### src/shared/irq_enable_cfg.svh
// Register offsets, implemented-bit masks and reset values of the enable bank
`ifndef IRQ_ENABLE_CFG_SVH
`define IRQ_ENABLE_CFG_SVH
`define IEB_ADDR_W      4
`define IEB_DATA_W      16
`define IEB_PRIO_W      3
`define IEB_OFF_EN2     4'h0
`define IEB_OFF_EN3     4'h1
`define IEB_OFF_EN4     4'h2
`define IEB_OFF_FLAG2   4'h4
`define IEB_OFF_FLAG3   4'h5
`define IEB_OFF_FLAG4   4'h6
`define IEB_OFF_PEND2   4'h8
`define IEB_OFF_PEND3   4'h9
`define IEB_OFF_PEND4   4'hA
`define IEB_MASK_EN2    16'hDFFF
`define IEB_MASK_EN3    16'h21FF
`define IEB_MASK_EN4    16'h00F6
`define IEB_RESET_EN    16'h0000
`define IEB_PRIO_OFF    3'h0
`endif

### src/shared/irq_enable_pkg.sv
// Types shared by the enable bank
package irq_enable_pkg;
  typedef logic [15:0] word_t;
  typedef enum logic [1:0] {
    BANK_EN2 = 2'b00,
    BANK_EN3 = 2'b01,
    BANK_EN4 = 2'b10,
    BANK_NONE = 2'b11
  } bank_e;
endpackage

### src/design/enable_reg.sv
// One 16-bit enable register with implemented-bit mask
`timescale 1ns/1ps
`include "irq_enable_cfg.svh"
module enable_reg #(
  parameter logic [15:0] IMPL_MASK = 16'hFFFF
) (
  input  wire logic        clock,
  input  wire logic        sys_rst,
  input  wire logic        clkEn,
  input  wire logic        wrEn,
  input  wire logic [15:0] wrData,
  output logic      [15:0] value
);
  always_ff @(posedge clock)
  begin
    if (sys_rst)
      value <= `IEB_RESET_EN;
    else if (clkEn && wrEn)
      value <= wrData & IMPL_MASK;
  end
endmodule // enable_reg

### src/design/request_gate.sv
// Per-source gate of flag, enable and priority
`timescale 1ns/1ps
`include "irq_enable_cfg.svh"
module request_gate #(
  parameter int N = 16
) (
  input  wire logic [N-1:0]   flag,
  input  wire logic [N-1:0]   enable,
  input  wire logic [3*N-1:0] prio,
  output logic      [N-1:0]   request
);
  always_comb
  begin
    for (int i = 0; i < N; i++)
      request[i] = flag[i] & enable[i]
        & (prio[3*i +: 3] != `IEB_PRIO_OFF);
  end
endmodule // request_gate

### src/design/irq_enable_bank.sv
// Enable registers 2 to 4 with request gating
//
// Operation
// - Reg2 high byte: timer6, dma4, oc8-5, ic6
// - Reg2 low byte: ic5-3, dma3, can1, spi2
// - Reg3 bits 13 dma5, 8 can2 event
// - Reg3 low byte: can2 rx, ext4, ext3, timers
// - Reg4 low byte only: tx, dma, uart errors
// - Unimplemented bits read as zero
// - Enable bits read/write, reset to zero
// - Enable one passes request, zero blocks
// - Flag reads one regardless of enable
// - Priority 000 disables, 111 highest
`timescale 1ns/1ps
`include "irq_enable_cfg.svh"
module irq_enable_bank (
  input  wire logic        clock,
  input  wire logic        sys_rst,
  input  wire logic        clkEn,
  input  wire logic [3:0]  regAddr,
  input  wire logic [15:0] regWrData,
  input  wire logic        regWrite,
  input  wire logic        regRead,
  output logic      [15:0] regRdData,
  input  wire logic [15:0] flag2,
  input  wire logic [15:0] flag3,
  input  wire logic [15:0] flag4,
  input  wire logic [47:0] prio2,
  input  wire logic [47:0] prio3,
  input  wire logic [47:0] prio4,
  output logic      [15:0] request2,
  output logic      [15:0] request3,
  output logic      [15:0] request4
);
  logic [15:0] en2;
  logic [15:0] en3;
  logic [15:0] en4;
  logic [15:0] rdData_nxt;

  function automatic irq_enable_pkg::bank_e decodeEn(input logic [3:0] a);
    case (a)
      `IEB_OFF_EN2: decodeEn = irq_enable_pkg::BANK_EN2;
      `IEB_OFF_EN3: decodeEn = irq_enable_pkg::BANK_EN3;
      `IEB_OFF_EN4: decodeEn = irq_enable_pkg::BANK_EN4;
      default:      decodeEn = irq_enable_pkg::BANK_NONE;
    endcase
  endfunction

  irq_enable_pkg::bank_e wrSel;
  assign wrSel = decodeEn(regAddr);

  enable_reg #(.IMPL_MASK(`IEB_MASK_EN2)) uEn2 (
    .clock  (clock),
    .sys_rst(sys_rst),
    .clkEn  (clkEn),
    .wrEn   (regWrite && wrSel == irq_enable_pkg::BANK_EN2),
    .wrData (regWrData),
    .value  (en2)
  );
  enable_reg #(.IMPL_MASK(`IEB_MASK_EN3)) uEn3 (
    .clock  (clock),
    .sys_rst(sys_rst),
    .clkEn  (clkEn),
    .wrEn   (regWrite && wrSel == irq_enable_pkg::BANK_EN3),
    .wrData (regWrData),
    .value  (en3)
  );
  enable_reg #(.IMPL_MASK(`IEB_MASK_EN4)) uEn4 (
    .clock  (clock),
    .sys_rst(sys_rst),
    .clkEn  (clkEn),
    .wrEn   (regWrite && wrSel == irq_enable_pkg::BANK_EN4),
    .wrData (regWrData),
    .value  (en4)
  );

  logic [15:0] req2;
  logic [15:0] req3;
  logic [15:0] req4;

  request_gate #(.N(16)) uGate2 (
    .flag   (flag2),
    .enable (en2),
    .prio   (prio2),
    .request(req2)
  );
  request_gate #(.N(16)) uGate3 (
    .flag   (flag3),
    .enable (en3),
    .prio   (prio3),
    .request(req3)
  );
  request_gate #(.N(16)) uGate4 (
    .flag   (flag4),
    .enable (en4),
    .prio   (prio4),
    .request(req4)
  );

  // Registered requests toward the processor
  always_ff @(posedge clock)
  begin
    if (sys_rst)
    begin
      request2 <= 16'h0000;
      request3 <= 16'h0000;
      request4 <= 16'h0000;
    end
    else if (clkEn)
    begin
      request2 <= req2;
      request3 <= req3;
      request4 <= req4;
    end
  end

  // Read multiplexer
  always_comb
  begin
    case (regAddr)
      `IEB_OFF_EN2:   rdData_nxt = en2;
      `IEB_OFF_EN3:   rdData_nxt = en3;
      `IEB_OFF_EN4:   rdData_nxt = en4;
      `IEB_OFF_FLAG2: rdData_nxt = flag2 & `IEB_MASK_EN2;
      `IEB_OFF_FLAG3: rdData_nxt = flag3 & `IEB_MASK_EN3;
      `IEB_OFF_FLAG4: rdData_nxt = flag4 & `IEB_MASK_EN4;
      `IEB_OFF_PEND2: rdData_nxt = req2;
      `IEB_OFF_PEND3: rdData_nxt = req3;
      `IEB_OFF_PEND4: rdData_nxt = req4;
      default:        rdData_nxt = 16'h0000;
    endcase
  end

  always_ff @(posedge clock)
  begin
    if (sys_rst)
      regRdData <= 16'h0000;
    else if (clkEn)
      regRdData <= regRead ? rdData_nxt : 16'h0000;
  end
endmodule // irq_enable_bank

### config.mk
export PLATFORM = sky130hd
export DESIGN_NAME = irq_enable_bank
export DESIGN_NICKNAME = d
export VERILOG_FILES = /design/src/shared/irq_enable_pkg.sv /design/src/design/enable_reg.sv /design/src/design/request_gate.sv /design/src/design/irq_enable_bank.sv
export VERILOG_INCLUDE_DIRS = /design/src /design/src/shared
export SDC_FILE = /design/constraint.sdc
export NUM_CORES = 1
export LEC_CHECK = 0
export BUFFER_PORTS_ARGS = -buffer_cell sky130_fd_sc_hd__buf_2
export CORE_AREA = 4 4 108 110
export DETAILED_ROUTE_END_ITERATION = 10
export DIE_AREA = 0 0 112 114
export GPL_TIMING_DRIVEN = 1
export HOLD_SLACK_MARGIN = 0.03
export MAX_ROUTING_LAYER = met4
export PLACE_DENSITY_LB_ADDON = 0.2
export SYNTH_ARGS = -nofsm -noshare
export SYNTH_HDL_FRONTEND = slang
export SYNTH_SLANG_ARGS = --single-unit
### constraint.sdc
create_clock -name clock -period 2.81 [get_ports clock]
set_input_delay 0.281 -clock clock [delete_from_list [all_inputs] [get_ports clock]]
set_output_delay 0.281 -clock clock [all_outputs]
set_load 0.005 [all_outputs]
==> key figures <==
Layout
  – Final Net Count: 833
  – Final core utilization: 48.9%
  – Most common cell after layout, fill and taps aside: buf_2
  – Layout cells sized above 1: 37.7%
  – Layout Cells excl Fill: 762
  – Commonest cells after routing, fill and taps aside: 195 x buf_2, 78 x dfxtp_1, 54 x nor2_1
  – Area grow syn2layout: 31.8%

Critical path
  – Crit path DAT: 1.99 ns
  – Startpoint Class: input pin
  – CP Max Fanout: 19
  – Reg2reg start: uEn3.value[3]
  – Reg2reg setup slack: about 1.5 ns
  – WS Path Type: input pin to flip-flop
  – Worst setup EP type: flip-flop
  – Worst Setup SP: regAddr[0]
  – Worst EP required: 3.11 ns

Route
  – DRC: 0
  – Router iterations before antenna repair: 5
  – Drt total wl: 14200 um
  – Vias per cell: 5.49
  – Antenna viol nets, final: 0
  – DR iter-0 viols: 312
  – WL per Instance: 18.7 um
  – Vias: 4186

Global route
  – First-pass GRT wire length: 21400 um
  – GRT overflow: 0
  – Total track usage: 22.0%
  – Initial antenna violation count: 1
  – Largest net degree at the start of global routing: 41
  – Vias in the first global route: a little over 4000

STA
  – Setup violators final: 0
  – Final period util: 60.1%
  – Worst-Margin Slew: roughly 0.64 ns
  – Fin crit period: roughly 1.7 ns
  – Post-route setup TNS: 0 ns
  – Rel. slew slack: a little under three fifths
  – Fin. max-slew vios: 0
  – RSZ-0062 raised after global routing: no
  – Clock Skews: 0.0127 ns
  – Hold Fails Final Rpt: 0
  – Fmax: 592 MHz

Yosys
  – Avg Inst Size Synth: 9.26 um2
  – Gate Count Post-Synth: 429
  – Synth cell types: 51
  – EDFF count, synth: 0
  – Synth warn: 0
  – Dominant synthesized flop cell: dfxtp_1
  – Fraction of registers with async set/reset: 0%
  – Post-synthesis cell area: 3970 um2
  – Synthesized flop and latch total: 78
  – Seq/Total Area, Yosys: 39.3%

Clock tree
  – Clock transition at the registers of the reported paths: roughly 0.080 ns
  – Post-CTS setup buffer count: 0
  – Max clock buf depth: 2
  – Cts bufs inserted: 9
  – Post_cts resized: 0
  – Root buf cell: clkbuf_8
  – Post-CTS Hold Buffers: 0
  – Clk_lat worst skew: 0.36 ns
  – Sinks on Clock Net: 78
  – H-tree depth: 3
  – TritonCTS clock tree: yes

Floorplan
  – Core box area: about 11000 um2
  – Chip width: 112 um
  – IO Count: 281
  – Die height: around 110 um
  – Row cnt: 38
  – Initial Util: 37.1%
  – Die area: approximately 13000 um2

Placement
  – Number of port buffers: ~200
  – Placer congestion estimate: 0.845
  – Placed cells: 745
  – Hpwl dp: about 10000 um

Power and ir drop
  – PwrDens: approximately 450 nW/um2
  – VDD IR max: 0.185 mV
  – Leakage power total: 0.00236 uW

Run status
  – Status: finished, final reports clean

Job
  – Max Cap Viol: 0

Hold path
  – Hold Path Class: input pin to flip-flop
  – HP Start: regWrData[11]
-- critical path, cell delays in order --
cell and delay [ns]:
buf_2 0.41, nor2b_1 0.49, buf_4 0.26, a22oi_1 0.10, o32ai_1 0.27, o31a_1 0.18
-- where the power goes --
part / switching, uW / internal, uW / total (uW)
logic: 158 / 122 / 280
clock network: 434 / 527 / 961
registers: 3.85 / 1110 / 1110
total: 596 / 1760 / 2350
-- area by class of cell --
type,count,area (um2)
repair buffers,208,1070
diodes,1,2.50
clock buffers,11,141
fillers,1067,5460
clock inverters,5,82.6
multi-input cells,316,2190
flip-flops and latches,78,1560
well taps,140,175
inverters,3,11.3
-- layer usage --
| metal | wire length (um) | share of wire [%] | GRT usage [%] |
|---|---|---|---|
| met1 | 5990 | 42 | 27.3 |
| met2 | 6920 | 49 | 35.8 |
| met4 | 348 | 2.4 | 9.38 |
| met5 | 0 | 0 | - |
| met3 | 986 | 6.9 | 3.55 |
-- sequential cells by signal, summed over array words and instances, names as in the netlist --
register,count
regRdData,16
request2,15
request3,10
request4,6
uEn2.value,15
uEn3.value,10
uEn4.value,6
-- final timing paths --
check / to / cells past startpoint
setup / recovery: regRdData[5] / 6
hold / removal: uEn2.value[11] / 3
setup reg to reg: regRdData[3] / 4
hold reg to reg: regRdData[0] / 2
-- kinds of logic after synthesis --
logic type	after synthesis	synth area share (%)
AOI/OAI and AO/OA	119	24.1
and+or+nand+nor	131	16.3
DFF	78	39.3
muxes	49	13.0
other	1	0.0944
buffers and inverters	51	7.25
-- metrics by stage --
| step | instance area, um2 | setup slack (ns) | total power [uW] | hold WS, ns |
|---|---|---|---|---|
| after floorplan | 4030 | 1.34 | 1280 | 0.417 |
| after global placement | 5010 | 0.775 | 1410 | 0.441 |
| after detailed placement | 5010 | 0.752 | 1420 | 0.450 |
| after CTS | 5230 | 1.11 | 2370 | 0.141 |
| after global routing | 5240 | 0.937 | 2450 | 0.157 |
| final | 5240 | 1.12 | 2350 | 0.152 |
-- synth_stat cells, drive strengths merged (2+ instances only) --
cell,count,area share [%]
a21o,2,0.38
a21oi,22,2.8
a222oi,9,2.3
a22oi,9,1.7
a2bb2oi,7,1.5
a32o,4,1.0
a32oi,9,2.0
and2,3,0.47
and3,3,0.47
buf,34,5.6
clkbuf,14,1.3
dfxtp,78,39
inv,3,0.28
mux2i,47,12
mux4,2,1.1
nand2,48,4.5
nand3,4,0.63
nor2,54,5.1
nor2b,5,0.79
nor3b,5,1.5
nor4b,2,1.2
o21a,3,0.57
o21ai,7,0.88
o221ai,3,0.66
o2bb2ai,2,0.44
o311a,27,6.8
o311ai,4,0.88
o31a,2,0.44
o31ai,2,0.38
Note: power is estimated with default switching activity, not from simulation.
